File: src/design/fpcs_pkg.sv
package fpcs_pkg;
  // bus geometry
  localparam int ADDR_W = 24;
  localparam int DATA_W = 16;
  localparam int BLK_LSB = 17; // 128 Kword blocks
  localparam int BLK_W = 7;
  localparam int PART_LSB = 21; // eight partitions
  localparam int PART_W = 3;
  localparam int NUM_PART = 8;
  localparam int CNT_W = 9; // count field is data bits 8..0
  localparam int OUTST_W = 10;
  // command codes, low byte of the data bus
  localparam logic [7:0] CMD_WORD_PGM = 8'h41;
  localparam logic [7:0] CMD_BUF_PGM = 8'hE9;
  localparam logic [7:0] CMD_FACTORY = 8'h80;
  localparam logic [7:0] CMD_CONFIRM = 8'hD0;
  localparam logic [7:0] CMD_SUSPEND = 8'hB0;
  localparam logic [7:0] CMD_RD_STATUS = 8'h70;
  localparam logic [7:0] CMD_RD_ARRAY = 8'hFF;
  localparam logic [7:0] CMD_CLR_STATUS = 8'h50;
  // status bit positions
  localparam int SB_READY = 7;
  localparam int SB_SEQ = 5;
  localparam int SB_PGM_ERR = 4;
  localparam int SB_SUPPLY = 3;
  localparam int SB_SUSP = 2;
  localparam int SB_LOCK = 1;
  // program stream entry kinds
  localparam logic [1:0] K_WORD = 2'h0;
  localparam logic [1:0] K_STAGE = 2'h1;
  localparam logic [1:0] K_COMMIT = 2'h2;
  localparam logic [1:0] K_DISCARD = 2'h3;
  localparam int ENTRY_W = 2 + ADDR_W + DATA_W;
  // reset values
  localparam logic [NUM_PART-1:0] SMODE_RST = 8'h00;
  // sequencer states, gray steps along the forward paths out of idle
  typedef enum logic [3:0] {
    S_IDLE = 4'h0,
    S_WORD_DATA = 4'h1,
    S_BUSY = 4'h3,
    S_SUSP = 4'h2,
    S_BUF_COUNT = 4'h4,
    S_BUF_LOAD = 4'h5,
    S_BUF_CONF = 4'h7,
    S_FAC_CONF = 4'h8,
    S_FACTORY = 4'hC
  } fpcs_fsm_t;
endpackage

File: src/design/fpcs_buf2.sv
`timescale 1ns/10ps
`default_nettype none
module fpcs_buf2 #(
  parameter int W = 8
) (
  input wire logic clk_i, // clock
  input wire logic rstn_i, // async reset, active low
  input wire logic in_valid_i, // entry offered
  input wire logic [W-1:0] in_data_i, // entry
  output logic in_ready_o, // room for an entry
  output logic out_valid_o, // head entry valid
  output logic [W-1:0] out_data_o, // head entry
  input wire logic out_ready_i // sink takes head
);
  typedef struct packed {
    logic [W-1:0] s0;
    logic [W-1:0] s1;
    logic v0;
    logic v1;
  } fpcs_buf_t;

  fpcs_buf_t r_ff, nxt_r;
  logic push;
  logic pop;

  // head is always slot 0, so every output is a plain flop
  always_comb begin
    nxt_r = r_ff;
    push = in_valid_i & ~r_ff.v1;
    pop = r_ff.v0 & out_ready_i;
    if (pop) begin
      if (r_ff.v1) begin
        nxt_r.s0 = r_ff.s1;
        nxt_r.s1 = in_data_i;
        nxt_r.v1 = push;
      end else begin
        nxt_r.s0 = in_data_i;
        nxt_r.v0 = push;
      end
    end else if (push) begin
      if (r_ff.v0) begin
        nxt_r.s1 = in_data_i;
        nxt_r.v1 = 1'b1;
      end else begin
        nxt_r.s0 = in_data_i;
        nxt_r.v0 = 1'b1;
      end
    end
  end

  // state register
  always_ff @(posedge clk_i or negedge rstn_i) begin
    if (!rstn_i) begin
      r_ff <= '0;
    end else begin
      r_ff <= nxt_r;
    end
  end

  assign in_ready_o = ~r_ff.v1;
  assign out_valid_o = r_ff.v0;
  assign out_data_o = r_ff.s0;
endmodule // fpcs_buf2
`default_nettype wire

File: src/design/fpcs_seq.sv
`timescale 1ns/10ps
`default_nettype none
// Summary of operation
// - status read shows machine ready bit
// - supply fault sets error, blocks programming
// - failed word program sets program error
// - locked target aborts, sets lock abort
// - only clear status command clears errors
// - 70h puts partition in status read
// - suspended bit tells suspended versus completed
// - FFh during suspend gives array reads
// - second write latches count minus one
// - load outside setup block aborts sequence
// - confirm must be D0h in same block
// - accepted confirm switches to status read
module fpcs_seq (
  input wire logic REF_CLK_I, // 40 MHz clock
  input wire logic RSTN_I, // async reset, active low
  input wire logic WR_STB_I, // host write cycle, one per word
  input wire logic [fpcs_pkg::ADDR_W-1:0] ADDR_I, // word address of the cycle
  input wire logic [fpcs_pkg::DATA_W-1:0] DATA_I, // write data
  output logic WR_READY_O, // write taken when high with strobe
  input wire logic RD_STB_I, // host read cycle
  input wire logic [fpcs_pkg::DATA_W-1:0] ARRAY_DATA_I, // array word at ADDR_I
  output logic [fpcs_pkg::DATA_W-1:0] RD_DATA_O, // read answer
  output logic RD_VALID_O, // read answer valid
  input wire logic SUPPLY_OK_I, // program supply in range
  input wire logic BLOCK_LOCKED_I, // block at ADDR_I is locked
  output logic PGM_VALID_O, // program stream entry valid
  output logic [1:0] PGM_KIND_O, // entry kind
  output logic [fpcs_pkg::ADDR_W-1:0] PGM_ADDR_O, // entry address
  output logic [fpcs_pkg::DATA_W-1:0] PGM_DATA_O, // entry data
  input wire logic PGM_READY_I, // engine takes entry
  input wire logic PGM_DONE_I, // word or commit finished
  input wire logic PGM_FAIL_I, // with done: it failed
  output logic SUSPEND_O, // engine must hold its work
  output logic FACTORY_MODE_O // factory program mode active
);
  import fpcs_pkg::*;

  typedef struct packed {
    fpcs_fsm_t st;
    logic [NUM_PART-1:0] smode;
    logic pgm_err;
    logic supply_err;
    logic lock_err;
    logic seq_err;
    logic susp;
    logic fac;
    logic [CNT_W-1:0] len;
    logic [CNT_W-1:0] cnt;
    logic [BLK_W-1:0] blk;
    logic [OUTST_W-1:0] outst;
    logic [DATA_W-1:0] rd_data;
    logic rd_valid;
  } fpcs_state_t;

  fpcs_state_t r_ff, nxt_r;
  logic take;
  logic push;
  logic [1:0] push_kind;
  logic in_ready;
  logic [7:0] cmd;
  logic cmd_state;
  logic blk_same;
  logic inc;
  logic [7:0] status;

  function automatic logic [BLK_W-1:0] blk_of(input logic [ADDR_W-1:0] a);
    return a[BLK_LSB +: BLK_W];
  endfunction

  function automatic logic [PART_W-1:0] part_of(input logic [ADDR_W-1:0] a);
    return a[PART_LSB +: PART_W];
  endfunction

  // status byte as seen by a status read
  always_comb begin
    status = 8'h00;
    // ready drops only while the engine works or factory mode runs
    // ready bit
    status[SB_READY] = (r_ff.st != S_BUSY) && !r_ff.fac;
    status[SB_SEQ] = r_ff.seq_err;
    status[SB_PGM_ERR] = r_ff.pgm_err | r_ff.seq_err;
    status[SB_SUPPLY] = r_ff.supply_err;
    status[SB_SUSP] = r_ff.susp;
    status[SB_LOCK] = r_ff.lock_err;
  end

  // command decode and sequencing
  always_comb begin
    nxt_r = r_ff;
    take = WR_STB_I & in_ready;
    cmd = DATA_I[7:0];
    push = 1'b0;
    push_kind = K_WORD;
    blk_same = blk_of(ADDR_I) == r_ff.blk;
    cmd_state = (r_ff.st == S_IDLE) || (r_ff.st == S_BUSY) || (r_ff.st == S_SUSP);
    // read-mode and clear commands are honoured between sequences
    if (take && cmd_state) begin
      if (cmd == CMD_RD_STATUS) nxt_r.smode[part_of(ADDR_I)] = 1'b1;
      if (cmd == CMD_RD_ARRAY) nxt_r.smode[part_of(ADDR_I)] = 1'b0;
      if (cmd == CMD_CLR_STATUS) begin
        nxt_r.pgm_err = 1'b0;
        nxt_r.supply_err = 1'b0;
        nxt_r.lock_err = 1'b0;
        nxt_r.seq_err = 1'b0;
      end
    end
    if (take) begin
      unique case (r_ff.st)
        S_IDLE: begin
          if (cmd == CMD_WORD_PGM || cmd == CMD_BUF_PGM || cmd == CMD_FACTORY ||
              cmd == CMD_SUSPEND) begin
            nxt_r.smode[part_of(ADDR_I)] = 1'b1;
          end
          nxt_r.blk = blk_of(ADDR_I);
          if (cmd == CMD_WORD_PGM) nxt_r.st = S_WORD_DATA;
          if (cmd == CMD_BUF_PGM) nxt_r.st = S_BUF_COUNT;
          if (cmd == CMD_FACTORY) nxt_r.st = S_FAC_CONF;
        end
        S_WORD_DATA: begin
          nxt_r.st = S_IDLE;
          // a latched supply error refuses every further attempt
          // supply refusal
          if (r_ff.supply_err || !SUPPLY_OK_I) begin
            nxt_r.supply_err = 1'b1;
          end else if (BLOCK_LOCKED_I) begin
            nxt_r.lock_err = 1'b1;
          end else begin
            push = 1'b1;
            nxt_r.st = S_BUSY;
          end
        end
        S_BUF_COUNT: begin
          nxt_r.len = DATA_I[CNT_W-1:0];
          nxt_r.cnt = '0;
          nxt_r.st = blk_same ? S_BUF_LOAD : S_IDLE;
          nxt_r.seq_err = r_ff.seq_err | !blk_same;
        end
        S_BUF_LOAD: begin
          push = 1'b1;
          if (!blk_same) begin
            push_kind = K_DISCARD;
            nxt_r.seq_err = 1'b1;
            nxt_r.st = S_IDLE;
          end else begin
            push_kind = K_STAGE;
            nxt_r.cnt = r_ff.cnt + 9'h001;
            if (r_ff.cnt == r_ff.len) nxt_r.st = S_BUF_CONF;
          end
        end
        S_BUF_CONF: begin
          push = 1'b1;
          push_kind = K_DISCARD;
          nxt_r.st = S_IDLE;
          if (!blk_same || cmd != CMD_CONFIRM) begin
            nxt_r.seq_err = 1'b1;
          end else if (r_ff.supply_err || !SUPPLY_OK_I) begin
            nxt_r.supply_err = 1'b1;
          end else if (BLOCK_LOCKED_I) begin
            nxt_r.lock_err = 1'b1;
          end else begin
            push_kind = K_COMMIT;
            nxt_r.st = S_BUSY;
            nxt_r.smode[part_of(ADDR_I)] = 1'b1;
          end
        end
        S_BUSY: begin
          // a request after completion leaves the suspended bit clear
          // suspend request
          if (cmd == CMD_SUSPEND) begin
            nxt_r.smode[part_of(ADDR_I)] = 1'b1;
            nxt_r.st = S_SUSP;
            nxt_r.susp = 1'b1;
          end
        end
        S_SUSP: begin
          if (cmd == CMD_CONFIRM) begin
            nxt_r.st = S_BUSY;
            nxt_r.susp = 1'b0;
          end
        end
        S_FAC_CONF: begin
          nxt_r.st = S_IDLE;
          if (!blk_same || cmd != CMD_CONFIRM) begin
            nxt_r.seq_err = 1'b1;
          end else if (r_ff.supply_err || !SUPPLY_OK_I) begin
            nxt_r.supply_err = 1'b1;
          end else if (BLOCK_LOCKED_I) begin
            nxt_r.lock_err = 1'b1;
          end else begin
            nxt_r.st = S_FACTORY;
            nxt_r.fac = 1'b1;
          end
        end
        S_FACTORY: begin
          // later factory phases are outside this block; array command leaves
          if (cmd == CMD_RD_ARRAY) begin
            nxt_r.st = S_IDLE;
            nxt_r.fac = 1'b0;
          end
        end
        default: nxt_r.st = S_IDLE;
      endcase
    end
    // engine completions; sets land after the clear, so a set wins
    inc = push && (push_kind == K_WORD || push_kind == K_COMMIT);
    nxt_r.outst = r_ff.outst + OUTST_W'(inc) - OUTST_W'(PGM_DONE_I);
    if (PGM_DONE_I && PGM_FAIL_I) nxt_r.pgm_err = 1'b1;
    // busy ends when nothing is queued or in flight; a suspend landing then is void
    if (r_ff.st == S_BUSY && r_ff.outst == '0 && !PGM_VALID_O && !inc) begin
      nxt_r.st = S_IDLE;
      nxt_r.susp = 1'b0;
    end
    // read answer one cycle after the strobe
    nxt_r.rd_valid = RD_STB_I;
    if (RD_STB_I) begin
      nxt_r.rd_data = r_ff.smode[part_of(ADDR_I)] ? {8'h00, status} : ARRAY_DATA_I;
    end
  end

  // state register
  always_ff @(posedge REF_CLK_I or negedge RSTN_I) begin
    if (!RSTN_I) begin
      r_ff <= '0;
      r_ff.st <= S_IDLE;
      r_ff.smode <= SMODE_RST;
    end else begin
      r_ff <= nxt_r;
    end
  end

  // program stream buffer; a stalled engine holds off host writes
  fpcs_buf2 #(
    .W(ENTRY_W)
  ) u_buf (
    .clk_i(REF_CLK_I),
    .rstn_i(RSTN_I),
    .in_valid_i(push),
    .in_data_i({push_kind, ADDR_I, DATA_I}),
    .in_ready_o(in_ready),
    .out_valid_o(PGM_VALID_O),
    .out_data_o({PGM_KIND_O, PGM_ADDR_O, PGM_DATA_O}),
    .out_ready_i(PGM_READY_I)
  );

  assign WR_READY_O = in_ready;
  assign RD_DATA_O = r_ff.rd_data;
  assign RD_VALID_O = r_ff.rd_valid;
  assign SUSPEND_O = r_ff.susp;
  assign FACTORY_MODE_O = r_ff.fac;
endmodule // fpcs_seq
`default_nettype wire

File: config.mk
export PLATFORM = sky130hd
export DESIGN_NAME = fpcs_seq
export DESIGN_NICKNAME = d
export VERILOG_FILES = /design/src/design/fpcs_pkg.sv /design/src/design/fpcs_buf2.sv /design/src/design/fpcs_seq.sv
export SDC_FILE = /design/constraint.sdc
export NUM_CORES = 1
export LEC_CHECK = 0
export BUFFER_PORTS_ARGS = -buffer_cell sky130_fd_sc_hd__buf_2
export CAP_MARGIN = 20
export CORE_MARGIN = 1.5
export CORE_UTILIZATION = 47
export CTS_CLUSTER_SIZE = 28
export DETAILED_ROUTE_END_ITERATION = 12
export GPL_TIMING_DRIVEN = 0
export PLACE_DENSITY_LB_ADDON = 0.08
export SYNTH_ARGS = -nofsm -noshare
export SYNTH_HDL_FRONTEND = slang
export SYNTH_SLANG_ARGS = --single-unit
File: constraint.sdc
create_clock -name REF_CLK_I -period 5.55 [get_ports REF_CLK_I]
set_input_delay 0.2775 -clock REF_CLK_I [delete_from_list [all_inputs] [get_ports REF_CLK_I]]
set_output_delay 0.2775 -clock REF_CLK_I [all_outputs]
set_load 0.01 [all_outputs]
==> results of run 1 <==
-- stage by stage --
step	instances	power, mW	cell area (um2)	worst slack (ps)
floorplan	784	2.53	7990	2060
global placement	1126	2.89	8880	1170
detailed placement	1127	2.94	8910	1190
CTS	1160	4.10	9500	1150
global route	1161	4.31	9500	862
finish	1161	4.05	9500	1190
-- worst register-to-register path: stages (launching register included) --
cell and delay (ps):
dfrtp_1 380, xor2_1 160, nor4_1 740, and2_1 310, clkbuf_1 380, nand3_1 120
nand2_1 150, nand2_1 130, ha_1 290, inv_1 40, ha_1 190, fa_1 390
a21oi_1 160, nor2_1 70, o21ai_0 150, a21oi_1 110, o41ai_1 340, xnor2_1 160
-- layout by cell type (no fill, tap or decap), drive strengths merged, types with 7 or more instances in the layout --
master,instances
a21oi,61
nand4,10
nand2b,7
nand2,65
buf,184
o22ai,10
o21ai,28
nor2,78
mux2i,46
xor2,21
xnor2,8
mux2,49
inv,36
nand3,8
dfrtp,156
nor2b,7
clkbuf,56
ha,15
nor3,10
-- metal layers --
layer  GRT usage (%)  share of wire [%]  up-vias  wire [um]
li1                -                  -     2955          -
met1            28.7                 47     2938       8390
met2            34.6                 48      108       8600
met3            4.38                3.7       20        670
met4            6.64                1.7        0        301
met5               0                  0        -          0
-- power groups by stage --
stage	clock network [mW]	logic, mW	registers [mW]
finish	1.13	1.36	1.56
global route	1.20	1.52	1.60
CTS	1.15	1.38	1.56
detailed placement	0	1.36	1.58
global placement	0	1.32	1.57
floorplan	0	0.989	1.54
-- how the worst min path moves through the flow --
stage / cells past startpoint / endpoint
after global routing: 1 / RD_VALID_O
final: 1 / RD_VALID_O
after CTS: 1 / RD_VALID_O
after global placement: 1 / RD_VALID_O
after floorplan: 0 / FACTORY_MODE_O
after detailed placement: 1 / u_buf.out_data_o[30]
-- Yosys cell counts, drive strengths merged (3+ instances only) --
library cell / n
clkbuf: 37
mux2: 49
nand3: 8
or4: 5
nor4: 6
o211ai: 4
mux2i: 46
xor2: 21
o31ai: 4
a21o: 5
dfrtp: 156
nand2b: 7
ha: 15
inv: 31
xnor2: 8
nor2: 78
a21oi: 61
a32o: 3
buf: 60
o22ai: 10
or2: 3
nor2b: 7
a311o: 3
o2111ai: 4
a31oi: 3
nor3: 10
and2: 3
a211oi: 3
nand2: 65
nand4: 10
o21ai: 28
-- state kept, by name, summed over array words and instances (netlist names) --
name,count
r_ff,51
u_buf.out_valid_o,1
FACTORY_MODE_O,1
SUSPEND_O,1
RD_VALID_O,1
u_buf.r_ff,43
RD_DATA_O,16
u_buf.out_data_o,42
-- final cells by class --
class	instances	area, um2	area share (%)
buffer	97	583	6.13
clock buffer	19	443	4.66
clock inverter	13	133	1.40
inverter	32	120	1.26
multi-input combinational	499	3390	35.6
sequential	156	3900	41.1
tap	220	275	2.90
timing repair buffer	125	659	6.94
-- cell families after synthesis --
group / Yosys count
xor+xnor: 29
fa+ha+maj: 16
simple gates: 214
mux: 97
compound gates: 143
flops: 156
buf+inv: 129
==> impl_metrics.yaml, run 1 <==
critical_path:
  cp.required_ps: 5890
  worstPathMaxFanout: 10
  r2r-end: "r_ff[25]"
  cpPeakStageDelay_ps: 740
  critPathCapture: "r_ff[25]"
  crit_path_start_kind: "flop"
  critPathTopFamily: "simple AND/OR/NAND/NOR gates"
  crit_type: "reg -> reg"
  critPathLaunch: "r_ff[31]"
  cp-end-kind: "flop"
  rrSetupSlack_ps: 1190
  cp_cell_sequence: "xor2_1, nor4_1, and2_1, clkbuf_1, nand3_1, nand2_1, nand2_1, ha_1, inv_1, ha_1, fa_1, a21oi_1, nor2_1, o21ai_0, a21oi_1, o41ai_1, xnor2_1"
  r2r-start: "r_ff[31]"
  crit_buf_inv: 2
  cp_num_cells: 17
  slowest_stage: "nor4_1"
  cp.arrival_ps: 4700
  r2r_cells: 17
yosys:
  synth-edff-count: 0
  synth_xor_area_share_pct: 3.18
  synthTopCellsByArea: "dfrtp_1 (49%), mux2_2 (6.9%), mux2i_1 (5.8%)"
  synthSimpleGateAreaFrac_pct: 12.4
  synthMuxAreaShare_pct: 13.2
  synth-seq-cells: 156
  yosysTopAreaCell: "dfrtp_1"
  syn_nets: 865
  synth_top_family_by_area: "multiplexers"
  synth_compound_area_share_pct: 10.9
  syn-instance-count: 784
  syn-cell-area_um2: 7990
  synth_cell_types: 58
  synth_top_area_share_pct: 48.8
  synthArstFlopShare_pct: 100
  ys_warn_count: 0
  synth_top_flop_cell: "dfrtp_1"
  seq_area_frac_synth_pct: 48.8
  synthAdderAreaFrac_pct: 2.60
  avgSynthCellArea_um2: 10.2
placement:
  place_hpwl_um: 13100
  io_buffers: 122
  gp_congestion: 0.913
global_routing:
  grt.overflow.total: 0
  grt_max_degree: 82
  grt_antenna_before_repair: 0
  grt_pass1_vias: 6241
  grt_pass1_wl_um: 30400
  grt.total_usage_pct: 21.2
floorplan:
  core-area_um2: 16600
  initial_core_util_pct: 48.2
  die_w_um: 133
  ios: 128
  die_h_um: 133
  rows: 47
  dieArea_um2: 17800
layout:
  fillCellCount: 1506
  fin_util_pct: 57.3
  drive_above_1_share_pct: 28.7
  diodes: 0
  nets: 1009
  area_growth_pct: 18.9
clocking:
  cts_hold_buffers: 1
  clk_latency_ps: 420
  htreeDepth: 4
  cts_resized: 0
  cts.sinks: 156
  root_buffer: "clkbuf_16"
  cts_tree: "done"
  cts_buffer_depth: 2
  numCtsBuffers: 17
  clk_pin_slew_ps: 60
  post_cts_buffers: 0
routing:
  wl_per_cell_um: 15.5
  vias_per_cell: 5.19
  drc: 0
  vias: 6021
  drt_iter0_drc: 291
  wl_um: 18000
  dr.pass1.iters: 5
  detail-route-antenna-nets: 0
sta:
  tightestPinTransition_ps: 1040
  fin_worst_skew_ps: 6.55
  finalCritPeriodShare_pct: 78.5
  fmax_ghz: 0.229
  relSlewSlack_pct: 29.8
  hold_slack_ps: 19.4
  finalSetupViolCount: 0
  slew_violations: 0
  rsz0062_at_grt: "false"
  tns_ps: 0
  min_period_ps: 4360
  finalHoldViolCount: 0
power_and_ir_drop:
  seqPwrFrac_pct: 38.6
  comb_power_share_pct: 33.5
  cellPowerDensity_nw_per_um2: 426
  p_sw_mw: 1.30
  power_switching_share_pct: 32.1
  p_int_mw: 2.75
  ir_drop_uv: 266
  power.leakage_nw: 4.88
  clkPwrFrac_pct: 27.9
hold_path:
  holdCritStartpoint: "RD_STB_I"
  min_path_type: "in -> reg"
job:
  cap_violations: 0
status:
  status: "finished, final reports clean"
(Power assumes the default switching activity.)
==> run 2: changes to the inputs <==
clock period = 4.32 ns   (was 5.55 ns; I/O delays follow)
==> impl_metrics.yaml, run 2 (synthesis gave the netlist of run 1 again) <==
critical_path:
  slowest_stage: "nor4_2"
  critPathLaunch: "r_ff[31]"
  worstPathMaxFanout: 10
  cpPeakStageDelay_ps: 540
  cp-end-kind: "flop"
  crit_type: "reg -> reg"
  r2r_cells: 17
  crit_path_start_kind: "flop"
  cp.arrival_ps: 4330
  cp_cell_sequence: "xor2_1, nor4_2, and2_1, clkbuf_2, nand3_1, nand2_1, nand2_1, ha_1, inv_1, ha_1, fa_1, a21oi_1, nor2_1, o21ai_0, a21oi_1, o41ai_1, xnor2_1"
  r2r-start: "r_ff[31]"
  cp.required_ps: 4660
floorplan:
  initial_core_util_pct: 48.2
  dieArea_um2: 17800
  rows: 47
  core-area_um2: 16600
  ios: 128
  die_w_um: 133
  die_h_um: 133
clocking:
  cts_buffer_depth: 2
  htreeDepth: 4
  clk_pin_slew_ps: 70
  post_cts_buffers: 0
  cts.sinks: 156
  root_buffer: "clkbuf_16"
  cts_tree: "done"
  numCtsBuffers: 17
  clk_latency_ps: 420
layout:
  final_cell_mix: "dfrtp_1 (156), buf_2 (122), nor2_1 (78), nand2_1 (65), a21oi_1 (61)"
  multi_input_comb_area_um2: 3390
  final-seq-area_um2: 3900
  drive_above_1_share_pct: 28.9
  fin_util_pct: 57.4
  largest_register_ffs: 51
  fillCellCount: 1508
  diodes: 0
  regMostFlops: "r_ff"
  nets: 1010
  area_growth_pct: 19.1
  layout_commonest_cell: "dfrtp_1"
  fin_cells: 1162
routing:
  drt_iter0_drc: 277
  vias: 6038
  detail-route-antenna-nets: 0
  drc: 0
  wl_um: 18100
  wl_per_cell_um: 15.6
  dr.pass1.iters: 4
  vias_per_cell: 5.20
global_routing:
  grt_max_degree: 82
  grt.total_usage_pct: 21.3
  grt_pass1_wl_um: 30500
  grt_antenna_before_repair: 0
  grt.overflow.total: 0
  grt_pass1_vias: 6255
placement:
  place_hpwl_um: 13100
  gp_congestion: 0.913
  io_buffers: 122
  dp_cells: 1127
sta:
  rsz0062_at_grt: "false"
  hold_slack_ps: 14.3
  slew_violations: 0
  fmax_ghz: 0.251
  min_period_ps: 3990
  tns_ps: 0
  finalSetupViolCount: 0
  tightestPinTransition_ps: 1070
  relSlewSlack_pct: 27.4
  fin_worst_skew_ps: 13.6
  finalHoldViolCount: 0
  finalCritPeriodShare_pct: 92.4
hold_path:
  whs_path_depth: 2
  holdCritStartpoint: "PGM_FAIL_I"
  min_path_type: "in -> reg"
job:
  cap_violations: 0
status:
  status: "finished, final reports clean"
power_and_ir_drop:
  ir_drop_uv: 342
  power.leakage_nw: 4.89
  total_power_mw: 5.20
  cellPowerDensity_nw_per_um2: 547
-- run 2: cell type report --
class | count | share of cell area, %
flip-flops and latches | 156 | 41.0
multi-input cells | 499 | 35.6
clock inverters | 13 | 1.39
clock buffers | 19 | 4.65
inverters | 32 | 1.26
plain buffers | 97 | 6.14
repair buffers | 126 | 7.03
well taps | 220 | 2.89
-- run 2: stage by stage --
stage / area (um2) / worst slack [ps]
finish: 9520 / 329
global route: 9520 / 42.6
CTS: 9520 / 149
detailed placement: 8910 / -31.2
global placement: 8880 / -44.8
floorplan: 7990 / 826
-- run 2: final timing paths --
| check | endpoint | slack, ps |
|---|---|---|
| worst max register to register | r_ff[25] | 330 |
| max in group asynchronous | r_ff[37] | 3110 |
| worst max-delay path | r_ff[25] | 330 |
| min in group asynchronous | u_buf.out_data_o[30] | 380 |
| worst min register to register | r_ff[55] | 490 |
| worst min-delay path | r_ff[57] | 10 |
-- run 2: timing repair --
item                                    in CTS  in global routing
pin swaps                                    0                  0
endpoints found under the hold margin       76                  0
endpoints found under the setup margin       1                  1
gates resized for setup                      1                  2
hold buffers                                 2                  0
-- run 2: routing by layer --
metal	wire length [um]	vias to the layer above	global-route usage, %
met5	0	-	0
met4	248	0	6.64
met3	659	16	4.38
met2	8720	115	34.8
met1	8460	2947	28.6
li1	-	2960	-
-- run 2: power by group --
group | leakage (nW) | internal (mW) | switching [mW] | total [mW]
clock | 0.274 | 0.823 | 0.627 | 1.45
combinational | 2.63 | 0.892 | 0.856 | 1.75
sequential | 1.98 | 1.82 | 0.189 | 2.01
total | 4.89 | 3.53 | 1.67 | 5.20
-- run 2: critical path, delay by kind of cell, from the launching register on --
kind	cells	cell delay, ps
AO/OA/AOI/OAI	4	760
buffers and inverters	2	300
flip-flops	1	380
XOR/XNOR	2	330
adder cells (fa/ha/maj)	3	870
AND/OR/NAND/NOR	6	1270
